<file path="config.mk">
export PLATFORM = sky130hd
export DESIGN_NAME = aac_acq_ctrl
export DESIGN_NICKNAME = d
export VERILOG_FILES = /design/src/rtl/aac_pkg.sv /design/src/rtl/aac_acq_ctrl.sv
export SDC_FILE = /design/constraint.sdc
export NUM_CORES = 1
export LEC_CHECK = 0
export BUFFER_PORTS_ARGS = -buffer_cell sky130_fd_sc_hd__clkbuf_2
export CAP_MARGIN = 20
export CORE_ASPECT_RATIO = 0.9
export CORE_MARGIN = 2
export CORE_UTILIZATION = 45
export DETAILED_ROUTE_END_ITERATION = 16
export PLACE_DENSITY = 0.76
export RECOVER_POWER = 25
export SKIP_CTS_REPAIR_TIMING = 1
export SLEW_MARGIN = 40
export SYNTH_ARGS = -nofsm -noshare
export SYNTH_HDL_FRONTEND = slang
export SYNTH_SLANG_ARGS = --single-unit
</file>
<file path="constraint.sdc">
create_clock -name clk_i -period 2.1 [get_ports clk_i]
set_clock_uncertainty 0.1 [all_clocks]
set_input_delay 0.42 -clock clk_i [delete_from_list [all_inputs] [get_ports clk_i]]
set_output_delay 0.42 -clock clk_i [all_outputs]
set_load 0.02 [all_outputs]
</file>
<file path="src/rtl/aac_pkg.sv">
// shared constants and types for the analog acquisition control block
package aac_pkg;
  // register addresses
  localparam logic [7:0] A_PWR = 8'h92;
  localparam logic [7:0] A_CDIV = 8'h95;
  localparam logic [7:0] A_CTRL = 8'hA2;
  localparam logic [7:0] A_RLO = 8'hA3;
  localparam logic [7:0] A_RMD = 8'hA4;
  localparam logic [7:0] A_RHI = 8'hA5;
  localparam logic [7:0] A_RES_LO [4] = '{8'hA6, 8'hA9, 8'hAB, 8'hAD};
  localparam logic [7:0] A_RES_HI [4] = '{8'hA7, 8'hAA, 8'hAC, 8'hAE};
  localparam logic [7:0] A_FORCE = 8'hB1;
  localparam logic [7:0] A_CTAB = 8'hB2;
  localparam logic [7:0] A_BGAP = 8'hB3;
  localparam logic [7:0] A_GAIN = 8'hB4;
  localparam logic [7:0] A_INMUX = 8'hB5;
  localparam logic [7:0] A_OUTMUX = 8'hB6;
  // converter control bits
  localparam int C_CLR = 7;
  localparam int C_CAP = 6;
  localparam int C_SKIP = 5;
  localparam int C_FLAG = 4;
  localparam int C_IE = 3;
  localparam int C_ONE = 2;
  localparam int C_CONTINUOUS_MODE = 1;
  localparam int C_SHOT = 0;
  // power enable bits
  localparam int P_OPAMP = 7;
  localparam int P_POT = 6;
  localparam int P_ILVL = 5;
  localparam int P_IOUT = 4;
  localparam int P_TEST = 3;
  localparam int P_ADC = 2;
  localparam int P_GAIN = 1;
  localparam int P_BGAP = 0;
  // field positions
  localparam int INSEL_HI = 6;
  localparam int INSEL_LO = 4;
  localparam int AIN_HI = 3;
  localparam int OSEL_HI = 2;
  localparam int F_FORCE = 7;
  localparam int Q_HI = 6;
  localparam int Q_LO = 4;
  localparam int NIB_HI = 3;
  localparam int TDAT_LO = 4;
  localparam logic [7:0] RST_VAL = 8'h00;
  // sequencer states
  typedef enum logic [1:0] {ST_IDLE, ST_CAL, ST_CONV, ST_WAIT} aac_state_t;
endpackage

</file>
<file path="src/rtl/aac_acq_ctrl.sv">
// register file and conversion sequencer for the analog acquisition path
`timescale 1ns/100ps
module aac_acq_ctrl
  import aac_pkg::*;
#(
  parameter int RES_W = 12,
  parameter int NCH = 4,
  parameter int NQ = 8
) (
  input wire logic clk_i,
  input wire logic srst_i,
  input wire logic ce_i,
  input wire logic [7:0] sfr_addr_i,
  input wire logic [7:0] sfr_wdata_i,
  input wire logic sfr_wr_i,
  input wire logic sfr_rd_i,
  output logic [7:0] sfr_rdata_o,
  output logic [2:0] conv_input_select_o,
  output logic [3:0] input_buffer_enables_o,
  output logic [2:0] test_output_select_o,
  output logic opamp_power_on_o,
  output logic pot_switch_power_on_o,
  output logic current_level_select_o,
  output logic current_output_on_o,
  output logic test_output_on_o,
  output logic converter_power_on_o,
  output logic gain_amp_power_on_o,
  output logic reference_power_on_o,
  output logic ext_ref_cap_size_o,
  output logic conv_clk_o,
  output logic conv_start_o,
  output logic [2:0] conv_chan_o,
  input wire logic conv_done_i,
  input wire logic [RES_W-1:0] conv_data_i,
  output logic cal_start_o,
  input wire logic cal_done_i,
  output logic cal_force_o,
  output logic [4*NQ-1:0] cal_vector_o,
  output logic [3:0] cal_table_address_o,
  input wire logic [3:0] cal_table_data_i,
  input wire logic [7:0] otp_bandgap_i,
  input wire logic [7:0] otp_gain_i,
  input wire logic gain_lsb_i,
  output logic [7:0] bandgap_trim_o,
  output logic [8:0] gain_amp_trim_o,
  output logic conv_irq_o
);

  // software-visible state
  logic [7:0] pwr_reg;
  logic [7:0] div_reg;
  logic [7:0] bgap_reg;
  logic [7:0] gain_reg;
  logic [6:0] inmux_reg;
  logic [2:0] outmux_reg;
  logic [23:0] rate_reg;
  logic cap_reg;
  logic skip_reg;
  logic ie_reg;
  logic one_reg;
  logic continuous_mode_reg;
  logic flag_reg;
  logic flag_next;
  logic pend_reg;
  logic force_reg;
  logic [2:0] qidx_reg;
  logic [3:0] quart_reg [NQ];
  logic [3:0] caddr_reg;
  logic [RES_W-1:0] res_reg [NCH];
  logic [7:0] rdata_reg;
  // sequencer state
  aac_state_t st_reg;
  logic [1:0] idx_reg;
  logic start_reg;
  logic calgo_reg;
  logic [2:0] chan_reg;
  logic pass_done;
  // timers
  logic [23:0] rcnt_reg;
  logic [8:0] dcnt_reg;
  logic cclk_reg;
  // synchronisers for the analog handshakes
  logic done_s1, done_s2, done_s3;
  logic cal_s1, cal_s2, cal_s3;
  // result word staged beside the done flag; it stays steady while done is high
  logic [RES_W-1:0] data_s1, data_s2;

  // write strobes, all frozen while the enable is low
  wire wr_en = ce_i & sfr_wr_i;
  wire wr_pwr = wr_en && (sfr_addr_i == A_PWR);
  wire wr_cdiv = wr_en && (sfr_addr_i == A_CDIV);
  wire wr_ctrl = wr_en && (sfr_addr_i == A_CTRL);
  wire wr_rlo = wr_en && (sfr_addr_i == A_RLO);
  wire wr_rmd = wr_en && (sfr_addr_i == A_RMD);
  wire wr_rhi = wr_en && (sfr_addr_i == A_RHI);
  wire wr_force = wr_en && (sfr_addr_i == A_FORCE);
  wire wr_ctab = wr_en && (sfr_addr_i == A_CTAB);
  wire wr_bgap = wr_en && (sfr_addr_i == A_BGAP);
  wire wr_gain = wr_en && (sfr_addr_i == A_GAIN);
  wire wr_inmux = wr_en && (sfr_addr_i == A_INMUX);
  wire wr_outmux = wr_en && (sfr_addr_i == A_OUTMUX);

  // converter power gates every pass and the reference clock
  wire adc_on = pwr_reg[P_ADC];
  wire [2:0] insel = inmux_reg[INSEL_HI:INSEL_LO];
  // last conversion of a pass
  wire last_ch = one_reg || (idx_reg == 2'(NCH - 1));
  // one-channel results always land in slot zero
  wire [1:0] slot = one_reg ? 2'h0 : idx_reg;
  wire done_rise = done_s2 & ~done_s3;
  wire cal_rise = cal_s2 & ~cal_s3;
  // continuous interval is rate value plus one clocks
  wire rate_tick = continuous_mode_reg && adc_on && (rcnt_reg >= rate_reg);
  wire go = (st_reg == ST_IDLE) && pend_reg && adc_on;
  // flag events: hardware or software set, software clear
  wire flag_set = pass_done | (wr_ctrl & sfr_wdata_i[C_FLAG]);
  wire flag_clr = wr_ctrl & sfr_wdata_i[C_CLR];

  // register read decode, shared by the data register below
  function automatic logic [7:0] rd_mux(input logic [7:0] a);
    logic [7:0] v;
    v = RST_VAL;
    unique case (a)
      A_PWR: v = pwr_reg;
      A_CDIV: v = div_reg;
      // clear bit reads zero; trigger bit shows a pending pass
      A_CTRL: v = {1'b0, cap_reg, skip_reg, flag_reg, ie_reg, one_reg, continuous_mode_reg, pend_reg};
      A_RLO: v = rate_reg[7:0];
      A_RMD: v = rate_reg[15:8];
      A_RHI: v = rate_reg[23:16];
      // quartet number is write only and reads zero
      A_FORCE: v = {force_reg, 3'h0, quart_reg[qidx_reg]};
      A_CTAB: v = {cal_table_data_i, 4'h0};
      A_BGAP: v = bgap_reg;
      A_GAIN: v = gain_reg;
      A_INMUX: v = {1'b0, inmux_reg};
      A_OUTMUX: v = {5'h00, outmux_reg};
      default: v = RST_VAL;
    endcase
    // result bytes: low byte, then upper nibble in 3:0
    for (int i = 0; i < NCH; i++) begin
      if (a == A_RES_LO[i]) begin
        v = res_reg[i][7:0];
      end
      if (a == A_RES_HI[i]) begin
        v = {4'h0, res_reg[i][RES_W-1:8]};
      end
    end
    return v;
  endfunction

  // flag: a set in the same cycle as a clear wins
  assign flag_next = flag_set ? 1'b1 : (flag_clr ? 1'b0 : flag_reg);

  // analog power and trim registers
  always_ff @(posedge clk_i) begin
    if (srst_i) begin
      pwr_reg <= RST_VAL;
      div_reg <= RST_VAL;
      // factory trims come back from otp at every reset
      bgap_reg <= otp_bandgap_i;
      gain_reg <= otp_gain_i;
    end else begin
      if (wr_pwr) begin
        pwr_reg <= sfr_wdata_i;
      end
      if (wr_cdiv) begin
        div_reg <= sfr_wdata_i;
      end
      if (wr_bgap) begin
        bgap_reg <= sfr_wdata_i;
      end
      if (wr_gain) begin
        gain_reg <= sfr_wdata_i;
      end
    end
  end

  // multiplexer and rate registers
  always_ff @(posedge clk_i) begin
    if (srst_i) begin
      inmux_reg <= 7'h00;
      outmux_reg <= 3'h0;
      rate_reg <= 24'h000000;
    end else begin
      if (wr_inmux) begin
        inmux_reg <= sfr_wdata_i[INSEL_HI:0];
      end
      if (wr_outmux) begin
        outmux_reg <= sfr_wdata_i[OSEL_HI:0];
      end
      if (wr_rlo) begin
        rate_reg[7:0] <= sfr_wdata_i;
      end
      if (wr_rmd) begin
        rate_reg[15:8] <= sfr_wdata_i;
      end
      if (wr_rhi) begin
        rate_reg[23:16] <= sfr_wdata_i;
      end
    end
  end

  // converter control bits and the interrupt flag
  always_ff @(posedge clk_i) begin
    if (srst_i) begin
      cap_reg <= 1'b0;
      skip_reg <= 1'b0;
      ie_reg <= 1'b0;
      one_reg <= 1'b0;
      continuous_mode_reg <= 1'b0;
      flag_reg <= 1'b0;
    end else if (ce_i) begin
      flag_reg <= flag_next;
      if (wr_ctrl) begin
        cap_reg <= sfr_wdata_i[C_CAP];
        skip_reg <= sfr_wdata_i[C_SKIP];
        ie_reg <= sfr_wdata_i[C_IE];
        one_reg <= sfr_wdata_i[C_ONE];
        continuous_mode_reg <= sfr_wdata_i[C_CONTINUOUS_MODE];
      end
    end
  end

  // pending pass request: a new request beats the start
  always_ff @(posedge clk_i) begin
    if (srst_i) begin
      pend_reg <= 1'b0;
    end else if (ce_i) begin
      if ((wr_ctrl && sfr_wdata_i[C_SHOT]) || rate_tick) begin
        pend_reg <= 1'b1;
      end else if (go) begin
        pend_reg <= 1'b0;
      end
    end
  end

  // calibration quartets and table address
  always_ff @(posedge clk_i) begin
    if (srst_i) begin
      force_reg <= 1'b0;
      qidx_reg <= 3'h0;
      caddr_reg <= 4'h0;
      for (int q = 0; q < NQ; q++) begin
        quart_reg[q] <= 4'h0;
      end
    end else if (wr_force) begin
      force_reg <= sfr_wdata_i[F_FORCE];
      qidx_reg <= sfr_wdata_i[Q_HI:Q_LO];
      quart_reg[sfr_wdata_i[Q_HI:Q_LO]] <= sfr_wdata_i[NIB_HI:0];
    end else if (wr_ctab) begin
      caddr_reg <= sfr_wdata_i[NIB_HI:0];
    end
  end

  // quartets side by side form the forced vector
  for (genvar g = 0; g < NQ; g++) begin : g_vec
    assign cal_vector_o[4*g+3:4*g] = quart_reg[g];
  end

  // two-flop synchronisers; edges are taken from stage two on
  always_ff @(posedge clk_i) begin
    if (srst_i) begin
      {done_s1, done_s2, done_s3} <= 3'h0;
      {cal_s1, cal_s2, cal_s3} <= 3'h0;
      data_s1 <= '0;
      data_s2 <= '0;
    end else if (ce_i) begin
      {done_s1, done_s2, done_s3} <= {conv_done_i, done_s1, done_s2};
      {cal_s1, cal_s2, cal_s3} <= {cal_done_i, cal_s1, cal_s2};
      // the word is only used once the done edge has passed both stages
      data_s1 <= conv_data_i;
      data_s2 <= data_s1;
    end
  end

  // continuous-mode interval counter
  always_ff @(posedge clk_i) begin
    if (srst_i) begin
      rcnt_reg <= 24'h000000;
    end else if (ce_i) begin
      if (!continuous_mode_reg || !adc_on || rate_tick) begin
        rcnt_reg <= 24'h000000;
      end else begin
        rcnt_reg <= rcnt_reg + 24'h000001;
      end
    end
  end

  // reference clock: half period of 2*(div+1) clocks
  always_ff @(posedge clk_i) begin
    if (srst_i) begin
      dcnt_reg <= 9'h000;
      cclk_reg <= 1'b0;
    end else if (ce_i) begin
      if (!adc_on) begin
        dcnt_reg <= 9'h000;
        cclk_reg <= 1'b0;
      end else if (dcnt_reg == {div_reg, 1'b1}) begin
        dcnt_reg <= 9'h000;
        cclk_reg <= ~cclk_reg;
      end else begin
        dcnt_reg <= dcnt_reg + 9'h001;
      end
    end
  end

  // pass sequencer: optional calibration, then one or four conversions
  always_ff @(posedge clk_i) begin
    if (srst_i) begin
      st_reg <= ST_IDLE;
      idx_reg <= 2'h0;
      start_reg <= 1'b0;
      calgo_reg <= 1'b0;
      chan_reg <= 3'h0;
      pass_done <= 1'b0;
    end else if (ce_i) begin
      start_reg <= 1'b0;
      calgo_reg <= 1'b0;
      pass_done <= 1'b0;
      if (!adc_on) begin
        // power loss aborts a pass without raising the flag
        st_reg <= ST_IDLE;
      end else begin
        unique case (st_reg)
          ST_IDLE: begin
            if (go) begin
              idx_reg <= 2'h0;
              calgo_reg <= ~skip_reg;
              st_reg <= skip_reg ? ST_CONV : ST_CAL;
            end
          end
          ST_CAL: begin
            if (cal_rise) begin
              st_reg <= ST_CONV;
            end
          end
          ST_CONV: begin
            start_reg <= 1'b1;
            chan_reg <= one_reg ? insel : {1'b0, idx_reg};
            st_reg <= ST_WAIT;
          end
          ST_WAIT: begin
            if (done_rise && last_ch) begin
              pass_done <= 1'b1;
              st_reg <= ST_IDLE;
            end else if (done_rise) begin
              idx_reg <= idx_reg + 2'h1;
              st_reg <= ST_CONV;
            end
          end
        endcase
      end
    end
  end

  // result store, straight binary code as the core returns it
  always_ff @(posedge clk_i) begin
    if (srst_i) begin
      for (int i = 0; i < NCH; i++) begin
        res_reg[i] <= '0;
      end
    end else if (ce_i && (st_reg == ST_WAIT) && done_rise && adc_on) begin
      res_reg[slot] <= data_s2;
    end
  end

  // read data is taken on the read strobe and held
  always_ff @(posedge clk_i) begin
    if (srst_i) begin
      rdata_reg <= RST_VAL;
    end else if (ce_i && sfr_rd_i) begin
      rdata_reg <= rd_mux(sfr_addr_i);
    end
  end

  // outputs toward the analog front end
  assign sfr_rdata_o = rdata_reg;
  assign conv_input_select_o = insel;
  assign input_buffer_enables_o = inmux_reg[AIN_HI:0];
  assign test_output_select_o = outmux_reg;
  assign opamp_power_on_o = pwr_reg[P_OPAMP];
  assign pot_switch_power_on_o = pwr_reg[P_POT];
  assign current_level_select_o = pwr_reg[P_ILVL];
  assign current_output_on_o = pwr_reg[P_IOUT];
  assign test_output_on_o = pwr_reg[P_TEST];
  assign converter_power_on_o = adc_on;
  assign gain_amp_power_on_o = pwr_reg[P_GAIN];
  assign reference_power_on_o = pwr_reg[P_BGAP];
  assign ext_ref_cap_size_o = cap_reg;
  assign conv_clk_o = cclk_reg;
  assign conv_start_o = start_reg;
  assign conv_chan_o = chan_reg;
  assign cal_start_o = calgo_reg;
  assign cal_force_o = force_reg;
  assign cal_table_address_o = caddr_reg;
  assign bandgap_trim_o = bgap_reg;
  // gain trim lsb lives in a separate register outside this block
  assign gain_amp_trim_o = {gain_reg, gain_lsb_i};
  assign conv_irq_o = flag_reg & ie_reg;
endmodule

</file>
Word-level counts from Yosys, hierarchy flattened
Memories as Yosys holds them, arrays and structs flattened. A register that Yosys moved wholly into a read port is not among the register bits. Index checks and enable logic that the tools add are counted.

Memories: 2. Bits in writable memories: 80. Bits of input ports: 56. Flip-flop bits (word level): 163. Word-level logic and storage cells: 190. Output and inout bits: 88.

Bitwise gates (word level): 12. Muxes and demuxes: 59. $lt $le $gt $ge: 1. Add/subtract/negate cells: 3. Reductions and logical operators: 44. Eq/ne operators: 32.

Memory list: res_reg (words 4, width 12, rd ports 4, clocked after Yosys merged registers in 0, write ports 4, RTL line aac_acq_ctrl.sv:69) `logic [RES_W-1:0] res_reg [NCH];`; quart_reg (words 8, width 4, rd ports 9, clocked after Yosys merged registers in 1, write ports 8, RTL line aac_acq_ctrl.sv:67) `logic [3:0] quart_reg [NQ];`.

Operators with widths (count): $eq A8 B8 Y1 const B (20); $mux W8 (12); $pmux W8 S12 (1); $add A24 B1 Y24 const B (1); $ge A24 B24 Y1 (1); $mux W1 (24); $mux W24 (1); $logic_and A1 B1 Y1 (22); $mux W2 (11); $mux W9 (2); $mux W12 (1); $mux W3 (4); $reduce_or A12 Y1 (1); $reduce_and A2 Y1 (5); $reduce_bool A2 Y1 (5); $add A9 B1 Y9 const B (1); $eq A9 B9 Y1 (1); $pmux W2 S4 (1); $and A1 B1 Y1 (6); $eq A2 B2 Y1 const B (3); $ne A2 B2 Y1 const B (3); $ne A3 B3 Y1 const B (2); $reduce_and A6 Y1 (1); $not A1 Y1 (5); other kinds (13) (17).

Longest topological paths before layout
Gate-level depths: netlist (run 1).

Word-level depth: 10. Mapped depth: 10. Depth with buffers taken out: 8.

Worst setup path before layout (run 1)
Ideal clock, no wire load.

Path kind: in2reg. Start point: input port sfr_addr_i[3]. End point: memory quart_reg[4][0] (enable). Arrival: 1.824 ns. Library setup time: 0.298 ns. Stages on the path: 6. Path slack: -0.122 ns. Path through: or2_2 clkbuf_1 nor2_2 nand3_1 nor4_1 or2_2.

RTL lines: start: declaration (RTL line aac_acq_ctrl.sv:13) `input wire logic [7:0] sfr_addr_i,`; end: declaration (RTL line aac_acq_ctrl.sv:67).

Worst setup path in the final report (run 1)
Start point: register rate_reg[13]. End point: register rcnt_reg[20].

Word-level cells in the longest chain between the ends: 4.

RTL lines: start: declaration (RTL line aac_acq_ctrl.sv:56) `logic [23:0] rate_reg;`; start signal: assignment (RTL line aac_acq_ctrl.sv:196) `rate_reg[15:8] <= sfr_wdata_i;`; $ge A24 B24 Y1 (RTL line aac_acq_ctrl.sv:113) `wire rate_tick = continuous_mode_reg && adc_on && (rcnt_reg >= rate_reg);`; $logic_and A1 B1 Y1 (RTL line aac_acq_ctrl.sv:113); $logic_or A1 B1 Y1 (RTL line aac_acq_ctrl.sv:282) `if (!continuous_mode_reg || !adc_on || rate_tick) begin`; $mux W24 (RTL line aac_acq_ctrl.sv:282); end signal: assignment (RTL line aac_acq_ctrl.sv:285) `rcnt_reg <= rcnt_reg + 24'h000001;`; end: declaration (RTL line aac_acq_ctrl.sv:79) `logic [23:0] rcnt_reg;`.

Every way passes these cells. A chain may end at the register's enable or synchronous reset.

==> reports/results.tsv, run 1 <==
stage	metric	value	unit
placement	gp_congestion	0.9984	
yosys	ys_top_cells_by_area	dfxtp_1 25%, edfxtp_1 24%, mux2i_1 8.0%, nor2_1 5.3%, and2_1 4.5%	
detailed_routing	ant_nets	0	
global_routing	antenna_found_initial	0	
floorplanning	fp-row-count	56	
yosys	yosys_register_bits	246	
cells_and_area	areaGrowthSynthToFinish	28.81	%
timing	rsz0062_at_grt	yes	
power	switching_share	23.71	%
clock_tree	clock-sinks	246	
timing	drv_slew	0	
timing	setup_viol	22	
detailed_routing	vias_per_cell	5.660	
detailed_routing	wire_per_inst	21.13	um
setup_path	crit_path_max_fanout	8	
placement	dp_hpwl	29240	um
timing	worst-slew-pin-transition	913.1	ps
setup_path	critPathMaxStageDelay	350	ps
power	power.switching	2558	uW
clock_tree	cts_root_buf	clkbuf_16	
setup_path	path_cells	inv_4 > ha_4 > nand4_1 > nor3_2 > o2111ai_4 > nand4_4 > a21o_4 > clkbuf_16 > nor2_1	
timing	max_clock_freq	458.6	MHz
yosys	syn_nets	1317	
clock_tree	tritoncts	done	
power	power_per_cell_area	696.6	nW/um^2
floorplanning	core_area	26140	sq um
global_routing	grt_overflow	0	
cells_and_area	finalInstanceArea	15490	sq um
yosys	synth_edf_count	96	
power	internal_power	8230	uW
placement	dp_slack	-434.6	ps
setup_path	cp_top_family	simple AND/OR/NAND/NOR gates	
timing	finalHoldViolCount	0	
setup_path	reg2regPathDepth	9	
cells_and_area	fill_cells	2114	
detailed_routing	drtPass1Iterations	6	
cells_and_area	instances_no_fill	1879	
cells_and_area	multi_input_area	5956	sq um
timing	worst_slack	-80.47	ps
clock_tree	clk_path_buf_depth	3	
yosys	yosysWarnings	0	
power	p_clk_share	44.1	%
yosys	synth_area	12020	sq um
worst_hold_path	min_path_cells	3	
cells_and_area	post-route-util	59.26	%
clock_tree	htree_levels	1	
timing	min_period_over_period	103.8	%
setup_path	r2r_slack	-80	ps
worst_hold_path	hold_end	data_s1[2]$_SDFFE_PP0P_	
global_routing	track_usage	27.20	%
cells_and_area	antenna_cells	0	
yosys	avgSynthCellArea	9.744	sq um
setup_path	r2r_start	rate_reg[13]$_SDFFE_PP0P_	
cells_and_area	nets	1594	
yosys	synth_cell_types	73	
global_routing	grt_max_degree	59	
setup_path	path_depth	9	
detailed_routing	drc	0	
setup_path	critPathLaunchType	flop	
detailed_routing	wirelength	39700	um
cells_and_area	drive_gt1_share	28.94	%
timing	post-route-min-period	2180	ps
placement	place_area	14320	sq um
outcome	status	complete, but fails checks	
cells_and_area	largest_reg_flops	48	
floorplanning	die_y	159.1	um
power	max-vdd-ir-drop	0.5087	mV
timing	max_slew_margin	39.12	%
setup_path	reg2reg_to	rcnt_reg[20]$_SDFFE_PP0P_	
placement	dp.cells	1826	
power	p_comb_share	7.8	%
outcome	violations	setup timing	
setup_path	cp-end-kind	flop	
yosys	syn_inst	1234	
floorplanning	fp.dieW	176.3	um
detailed_routing	num_vias	10636	
clock_tree	clkLatencyLatePin	550	ps
power	p_seq_share	48.2	%
cells_and_area	seq_area	5902	sq um
placement	io_buffers	141	
global_routing	grt_pass1_vias	10026	
yosys	yosysTopAreaCell	dfxtp_1	
clock_tree	cts.clk_slew.worst_paths	60	ps
floorplanning	io_pins	144	
setup_path	cp.arrival	2510	ps
setup_path	crit_type	flop to flop	
clock_tree	numCtsBuffers	26	
worst_hold_path	hold_path.class	primary input to flop	
floorplanning	start_util	46.01	%
setup_path	required	2430	ps
flow_run	drv_cap	0	
global_routing	grt_pass1_wl	58910	um
power	cellLeakagePower	0.006294	uW
yosys	synth_flop_cell	dfxtp_1	
setup_path	critical_path_buf_inv_count	2	
floorplanning	dieArea	28050	sq um
yosys	synth_top_area_share	24.97	%
yosys	async_reset_ff_share	0	%
setup_path	cpMaxStageDelayCell	dfxtp_2	
yosys	ys_seq_area_share	48.95	%
detailed_routing	drt_iter0_markers	1045	
worst_hold_path	worstHoldStart	conv_data_i[2]	
cells by family (layout without fill, tap and decap cells):
kind of cell               after synthesis  count (layout)  share of synthesized area, %
AOI/OAI and AO/OA                      175             175                         9.719
and+or+nand+nor                        536             536                         22.53
adders and majority gates               27              27                         2.810
DFF                                    246             246                         48.95
buffers and inverters                  110             407                         3.819
xor gates and xnor gates                33              33                         2.404
muxes                                  107             107                         9.771
metrics by stage:
| stage | hold slack (ps) | TNS, ps | total power (uW) |
|---|---|---|---|
| finish | 23.73 | -1371 | 10790 |
| global route | 30.45 | -4494 | 11070 |
| CTS | 8.398 | -4905 | 10810 |
| detailed placement | 353.3 | -13890 | 6112 |
| global placement | 337.9 | -8784 | 6095 |
| floorplan | 331.9 | -563.3 | 5690 |
per-layer routing:
metal / vias to the layer above / global-route usage [%] / routed length [um] / part of all wire [%]
met4: 0 / 9.241 / 1344 / 3.4
met5: - / 0 / 0 / 0
met2: 532 / 42.50 / 17860 / 45
met1: 5097 / 38.44 / 17130 / 43
li1: 4929 / - / - / -
met3: 78 / 4.298 / 3374 / 8.5
worst register-to-register path: cells and delay by family, from the launching register on:
kind | cells | cell delay [ps]
AOI/OAI and AO/OA | 2 | 370
adders and majority gates | 1 | 260
buffers and inverters | 2 | 200
DFF | 1 | 350
and+or+nand+nor | 4 | 800
synthesized netlist by cell type, types with 11 or more instances:
| cell | count |
|---|---|
| nor2_1 | 171 |
| dfxtp_1 | 150 |
| nand2_1 | 106 |
| edfxtp_1 | 96 |
| mux2i_1 | 96 |
| and2_1 | 87 |
| a21oi_1 | 59 |
| clkbuf_1 | 49 |
| inv_1 | 36 |
| nand3_1 | 32 |
| ha_1 | 27 |
| nor3_1 | 27 |
| o21ai_0 | 22 |
| xnor2_1 | 19 |
| nand2b_1 | 17 |
| buf_2 | 16 |
| nand4_1 | 14 |
| xor2_1 | 14 |
| or2_2 | 13 |
| nor4_1 | 11 |
final cells by class:
class / instances / share of cell area, %
well taps: 348 / 2.811
multi-input cells: 878 / 38.45
repair buffers: 323 / 14.00
flip-flops and latches: 246 / 38.10
clock inverters: 10 / 0.6866
clock buffers: 38 / 5.057
inverters: 36 / 0.8886
placed cells by master (no fill, tap or decap), types with 6 or more instances in the layout:
cell type / instances
and3_1: 7
or3_1: 9
nor2b_1: 6
o32ai_1: 6
buf_12: 8
xnor2_1: 19
a22o_1: 7
nor3_1: 26
a22oi_1: 10
inv_1: 32
mux2i_1: 95
clkbuf_16: 29
clkbuf_2: 143
or2_2: 13
nand3_1: 32
a21o_1: 9
o21ai_0: 20
edfxtp_1: 96
dfxtp_2: 13
a21oi_1: 57
xor2_1: 14
nor4_1: 6
nor2_1: 172
ha_4: 10
mux4_2: 8
and2_1: 87
nand2_1: 103
clkbuf_1: 11
nand2b_1: 17
nand4_1: 14
dfxtp_1: 137
ha_1: 16
nand3b_1: 7
buf_4: 162
worst max-delay path by stage:
stage,from,to,slack [ps]
finish,rate_reg[13]$_SDFFE_PP0P_,rcnt_reg[20]$_SDFFE_PP0P_,-80
global route,rate_reg[13]$_SDFFE_PP0P_,rcnt_reg[13]$_SDFFE_PP0P_,-170
CTS,rate_reg[21]$_SDFFE_PP0P_,rcnt_reg[6]$_SDFFE_PP0P_,-230
detailed placement,sfr_addr_i[5],sfr_rdata_o[3]$_SDFFE_PP0P_,-430
global placement,sfr_addr_i[5],sfr_rdata_o[3]$_SDFFE_PP0P_,-440
floorplan,sfr_addr_i[0],quart_reg[0][0]$_SDFFCE_PN0P_,-40
power groups by stage:
stage	logic (uW)	clock network, uW	registers [uW]
finish	836	4750	5200
global placement	806	0	5290
global route	889	4980	5200
floorplan	365	0	5330
detailed placement	816	0	5300
CTS	821	4800	5190
(Power assumes the default switching activity.)
==> run 2: changes to the inputs <==
--- a/config.mk
+++ b/config.mk
@@ -10,6 +10,7 @@
 export CORE_ASPECT_RATIO = 0.9
 export CORE_MARGIN = 2
 export CORE_UTILIZATION = 45
+export CTS_BUF_LIST = sky130_fd_sc_hd__clkbuf_4 sky130_fd_sc_hd__clkbuf_8
 export DETAILED_ROUTE_END_ITERATION = 16
 export PLACE_DENSITY = 0.76
 export RECOVER_POWER = 25
==> reports/results.tsv, run 2 (synthesis gave the netlist of run 1 again) <==
stage	metric	value	unit
outcome	status	complete, but fails checks	
outcome	violations	setup timing	
worst_hold_path	hold_end	data_s1[10]$_SDFFE_PP0P_	
power	cellLeakagePower	0.006335	uW
cells_and_area	areaGrowthSynthToFinish	30.20	%
cells_and_area	drive_gt1_share	31.39	%
detailed_routing	vias_per_cell	5.628	
clock_tree	cts.clk_slew.worst_paths	70	ps
floorplanning	start_util	46.01	%
global_routing	grt_max_degree	59	
setup_path	cp-end-kind	flop	
clock_tree	tritoncts	done	
timing	worst_slack	-104.9	ps
setup_path	cpMaxStageDelayCell	dfxtp_2	
detailed_routing	top_layer	met4	
timing	max_slew_margin	34.16	%
detailed_routing	drtPass1Iterations	5	
timing	max_clock_freq	453.5	MHz
detailed_routing	ant_nets	0	
global_routing	grt_pass1_wl	58710	um
global_routing	grt_pass1_vias	10093	
timing	min_period_over_period	105.0	%
setup_path	r2r_slack	-100	ps
timing	post-route-min-period	2205	ps
worst_hold_path	worstHoldStart	conv_data_i[10]	
setup_path	critPathLaunchType	flop	
global_routing	track_usage	27.12	%
floorplanning	io_pins	144	
timing	drv_slew	0	
setup_path	path_cells	inv_2 > ha_4 > nand2_4 > nor4_4 > buf_4 > o2111ai_4 > nand4_4 > a21o_4 > clkbuf_16 > nor2_1	
setup_path	crit_type	flop to flop	
detailed_routing	wl_met3	3139	um
clock_tree	clkLatencyLatePin	570	ps
setup_path	critical_path_buf_inv_count	3	
clock_tree	clk_path_buf_depth	3	
clock_tree	clock-sinks	246	
cells_and_area	largest_reg_flops	48	
detailed_routing	drt_iter0_markers	992	
detailed_routing	wl_met1	17360	um
setup_path	reg2reg_to	rcnt_reg[19]$_SDFFE_PP0P_	
cells_and_area	fill_cells	2127	
placement	io_buffers	141	
power	p_total	10860	uW
clock_tree	cts_root_buf	clkbuf_8	
detailed_routing	num_vias	10727	
detailed_routing	wirelength	39660	um
setup_path	critPathMaxStageDelay	360	ps
power	power_per_cell_area	693.8	nW/um^2
floorplanning	fp-row-count	56	
flow_run	drv_cap	0	
global_routing	grt_overflow	0	
setup_path	reg2regPathDepth	10	
setup_path	r2r_start	rate_reg[19]$_SDFFE_PP0P_	
detailed_routing	wire_per_inst	20.81	um
timing	finalHoldViolCount	0	
setup_path	cp.arrival	2550	ps
setup_path	crit_path_max_fanout	8	
global_routing	antenna_found_initial	0	
floorplanning	dieArea	28050	sq um
worst_hold_path	min_path_cells	3	
timing	setup_viol	22	
worst_hold_path	hold_path.class	primary input to flop	
timing	worst_hold_slack	2.175	ps
floorplanning	die_y	159.1	um
cells_and_area	antenna_cells	0	
cells_and_area	nets	1608	
timing	worst-slew-pin-transition	987.6	ps
setup_path	cp_top_family	simple AND/OR/NAND/NOR gates	
placement	dp_slack	-434.6	ps
floorplanning	core_area	26140	sq um
placement	gp_congestion	0.9984	
cells_and_area	post-route-util	59.90	%
power	max-vdd-ir-drop	0.6637	mV
clock_tree	numCtsBuffers	41	
floorplanning	fp.dieW	176.3	um
timing	rsz0062_at_grt	yes	
clock_tree	htree_levels	2	
detailed_routing	dr_wl_met2	18010	um
detailed_routing	drc	0	
placement	dp_hpwl	29240	um
cells_and_area	final_cell_mix	161 x nor2_1, 155 x buf_4, 143 x clkbuf_2, 140 x dfxtp_1, 103 x nand2_1	
setup_path	required	2450	ps
cells_and_area	final_common_cell	nor2_1	
run 2: cell count changes in the layout (fill, tap and decap cells not counted), moves of 4 or more:
cell       change
nor2_4         +4
buf_4          -7
clkbuf_8      +47
clkbuf_16     -27
inv_2          +4
nor2_2         +7
ha_1           -4
clkbuf_4      +10
nor2_1        -11
run 2: worst max path at each step:
stage,depth (start not counted),end,from,slack (ps)
after global placement,9,sfr_rdata_o[3]$_SDFFE_PP0P_,sfr_addr_i[5],-440
final,10,rcnt_reg[19]$_SDFFE_PP0P_,rate_reg[19]$_SDFFE_PP0P_,-100
after CTS,10,rcnt_reg[6]$_SDFFE_PP0P_,rate_reg[21]$_SDFFE_PP0P_,-240
after floorplan,7,quart_reg[0][0]$_SDFFCE_PN0P_,sfr_addr_i[0],-40
after global routing,10,rcnt_reg[19]$_SDFFE_PP0P_,rate_reg[19]$_SDFFE_PP0P_,-160
after detailed placement,9,sfr_rdata_o[3]$_SDFFE_PP0P_,sfr_addr_i[5],-430
run 2: metrics by stage:
stage | instances | cell area, sq um | setup TNS, ps
detailed placement | 1826 | 14320 | -13890
CTS | 1902 | 15260 | -5032
global route | 1906 | 15660 | -2914
global placement | 1826 | 14320 | -8784
floorplan | 1234 | 12060 | -563.3
finish | 1906 | 15660 | -1687
run 2: layer usage:
metal	global-route usage, %	vias to the layer above
li1	-	4967
met4	9.016	0
met1	38.09	5186
met2	42.14	497
met3	5.086	77
met5	0	-
run 2: cell type report:
type / instances / area [sq um] / area share (%)
flip-flops and latches: 246 / 5898 / 37.68
repair buffers: 322 / 2173 / 13.88
multi-input cells: 878 / 6073 / 38.79
clock inverters: 13 / 147.6 / 0.9431
well taps: 348 / 435.4 / 2.781
clock buffers: 63 / 792.0 / 5.059
inverters: 36 / 135.1 / 0.8632
run 2: power breakdown:
part	leakage, uW	internal (uW)	total [uW]	switching, uW
logic	0.00370	314	843	528
clock network	0.000484	2790	4820	2030
registers	0.00216	5090	5200	107
total	0.00634	8190	10900	2670
run 2: tightest hold or removal path, delay by kind of cell:
kind,cells,cell delay [ps]
muxes,1,50
and+or+nand+nor,1,70
buffers and inverters,1,70
==> run 3: changes to the inputs <==
--- a/config.mk
+++ b/config.mk
@@ -12,6 +12,7 @@
 export CORE_UTILIZATION = 45
 export CTS_BUF_LIST = sky130_fd_sc_hd__clkbuf_4 sky130_fd_sc_hd__clkbuf_8
 export DETAILED_ROUTE_END_ITERATION = 16
+export MAX_ROUTING_LAYER = met4
 export PLACE_DENSITY = 0.76
 export RECOVER_POWER = 25
 export SKIP_CTS_REPAIR_TIMING = 1
==> reports/results.tsv, run 3 (synthesis gave the netlist of run 1 again) <==
stage	metric	value	unit
global_routing	grt_overflow	0	
detailed_routing	drc	0	
floorplanning	core_area	26140	sq um
power	internal_power	8251	uW
setup_path	cp-end-kind	flop	
cells_and_area	final_cell_mix	168 x buf_4, 167 x nor2_1, 140 x clkbuf_2, 132 x dfxtp_1, 102 x nand2_1	
clock_tree	htree_levels	2	
global_routing	track_usage	27.47	%
detailed_routing	vias_per_cell	5.573	
power	power_per_cell_area	692.8	nW/um^2
power	cellLeakagePower	0.006370	uW
global_routing	grtUsageMet1	37.52	%
detailed_routing	num_vias	10672	
setup_path	critPathMaxStageDelay	350	ps
setup_path	path_cells	inv_2 > ha_4 > nand4_1 > nor3_2 > o2111ai_4 > nand4_4 > a21o_4 > clkbuf_16 > nor2_1	
global_routing	grt_max_degree	65	
setup_path	r2r_start	rate_reg[13]$_SDFFE_PP0P_	
worst_hold_path	worstHoldStart	conv_data_i[0]	
placement	dp_slack	-314.9	ps
global_routing	met3_usage	5.564	%
power	p_comb_share	7.8	%
floorplanning	die_y	159.1	um
placement	gp_congestion	1.047	
floorplanning	fp-row-count	56	
global_routing	antenna_found_initial	0	
setup_path	cp.arrival	2540	ps
timing	setup_viol	21	
cells_and_area	areaGrowthSynthToFinish	29.72	%
cells_and_area	drive_gt1_share	31.21	%
timing	rsz0062_at_grt	yes	
power	p_seq_share	48.1	%
global_routing	grt_use_met2	41.27	%
power	max-vdd-ir-drop	0.6488	mV
clock_tree	cts_root_buf	clkbuf_8	
timing	worst-slew-pin-transition	1207	ps
timing	max_slew_margin	19.56	%
cells_and_area	seq_area	5908	sq um
power	power.switching	2555	uW
power	p_total	10810	uW
cells_and_area	final_common_cell	buf_4	
power	p_clk_share	44.2	%
timing	drv_slew	0	
placement	io_buffers	141	
timing	finalHoldViolCount	0	
detailed_routing	drt_iter0_markers	1005	
clock_tree	tritoncts	done	
worst_hold_path	min_path_cells	3	
detailed_routing	wire_per_inst	20.51	um
detailed_routing	wirelength	39270	um
power	switching_share	23.65	%
setup_path	reg2reg_to	rcnt_reg[8]$_SDFFE_PP0P_	
clock_tree	numCtsBuffers	41	
cells_and_area	fill_cells	2164	
worst_hold_path	hold_end	data_s1[0]$_SDFFE_PP0P_	
worst_hold_path	hold_path.class	primary input to flop	
setup_path	crit_path_max_fanout	8	
setup_path	cpMaxStageDelayCell	nor3_2	
outcome	status	complete, but fails checks	
setup_path	r2r_slack	-100	ps
setup_path	reg2regPathDepth	9	
setup_path	required	2430	ps
floorplanning	fp.dieW	176.3	um
floorplanning	dieArea	28050	sq um
timing	post-route-min-period	2204	ps
detailed_routing	ant_nets	0	
timing	worst_slack	-103.6	ps
clock_tree	clkLatencyLatePin	540	ps
cells_and_area	antenna_cells	0	
cells_and_area	largest_reg_flops	48	
global_routing	grt_pass1_vias	10026	
timing	min_period_over_period	104.9	%
detailed_routing	drtPass1Iterations	5	
placement	dp_hpwl	29410	um
cells_and_area	post-route-util	59.68	%
floorplanning	start_util	46.01	%
clock_tree	clk_path_buf_depth	3	
clock_tree	cts.clk_slew.worst_paths	60	ps
setup_path	critPathLaunchType	flop	
cells_and_area	multi_input_area	5968	sq um
setup_path	startpoint	rate_reg[13]$_SDFFE_PP0P_	
global_routing	busiest_layer	met2	
floorplanning	io_pins	144	
timing	max_clock_freq	453.8	MHz
cells_and_area	nets	1618	
flow_run	drv_cap	0	
setup_path	crit_type	flop to flop	
clock_tree	clock-sinks	246	
outcome	violations	setup timing	
global_routing	grt_pass1_wl	57680	um
-- run 3: changes by cell type in the layout (fill, tap and decap cells not counted), sizes merged --
cell / change
buf: +11
clkinvlp: -3
clkbuf: +3
clkinv: -2
-- run 3: worst max-delay path by stage --
stage | slack [ps] | cells after the start | to
floorplan | -40 | 7 | quart_reg[0][0]$_SDFFCE_PN0P_
global placement | -320 | 8 | sfr_rdata_o[3]$_SDFFE_PP0P_
finish | -100 | 9 | rcnt_reg[8]$_SDFFE_PP0P_
global route | -180 | 9 | rcnt_reg[8]$_SDFFE_PP0P_
CTS | -260 | 10 | rcnt_reg[13]$_SDFFE_PP0P_
detailed placement | -310 | 8 | sfr_rdata_o[3]$_SDFFE_PP0P_
-- run 3: final cells by class --
| class | instances | area share, % |
|---|---|---|
| clock buffers | 67 | 5.270 |
| clock inverters | 8 | 0.7541 |
| inverters | 36 | 0.8664 |
| multi-input cells | 878 | 38.26 |
| flip-flops and latches | 246 | 37.88 |
| well taps | 348 | 2.792 |
| repair buffers | 332 | 14.17 |
-- run 3: power by group through the flow --
stage	combinational (uW)	sequential (uW)	clock, uW
after floorplan	365	5330	0
after global placement	808	5290	0
after detailed placement	818	5290	0
after CTS	823	5190	4820
after global routing	888	5200	5030
final	839	5200	4770
-- run 3: routing by layer --
| metal | vias to the layer above | wire length, um |
|---|---|---|
| met5 | - | 0 |
| met4 | 0 | 1115 |
| met3 | 72 | 3489 |
| met2 | 534 | 17450 |
| met1 | 5089 | 17210 |
| li1 | 4977 | - |
-- run 3: through the flow --
step	instance area [sq um]	hold WS, ps	TNS, ps	instances
finish	15600	19.06	-1600	1915
global route	15600	15.98	-4371	1915
CTS	15310	6.381	-5520	1910
detailed placement	14370	349.3	-12130	1835
global placement	14370	337.4	-8495	1835
floorplan	12060	331.9	-563.3	1234
-- run 3: critical path, delay by kind of cell, from the launching register on --
family / cells / cell delay [ps]
AOI/OAI and AO/OA: 2 / 390
adders and majority gates: 1 / 260
buffers and inverters: 2 / 210
DFF: 1 / 340
and+or+nand+nor: 4 / 790
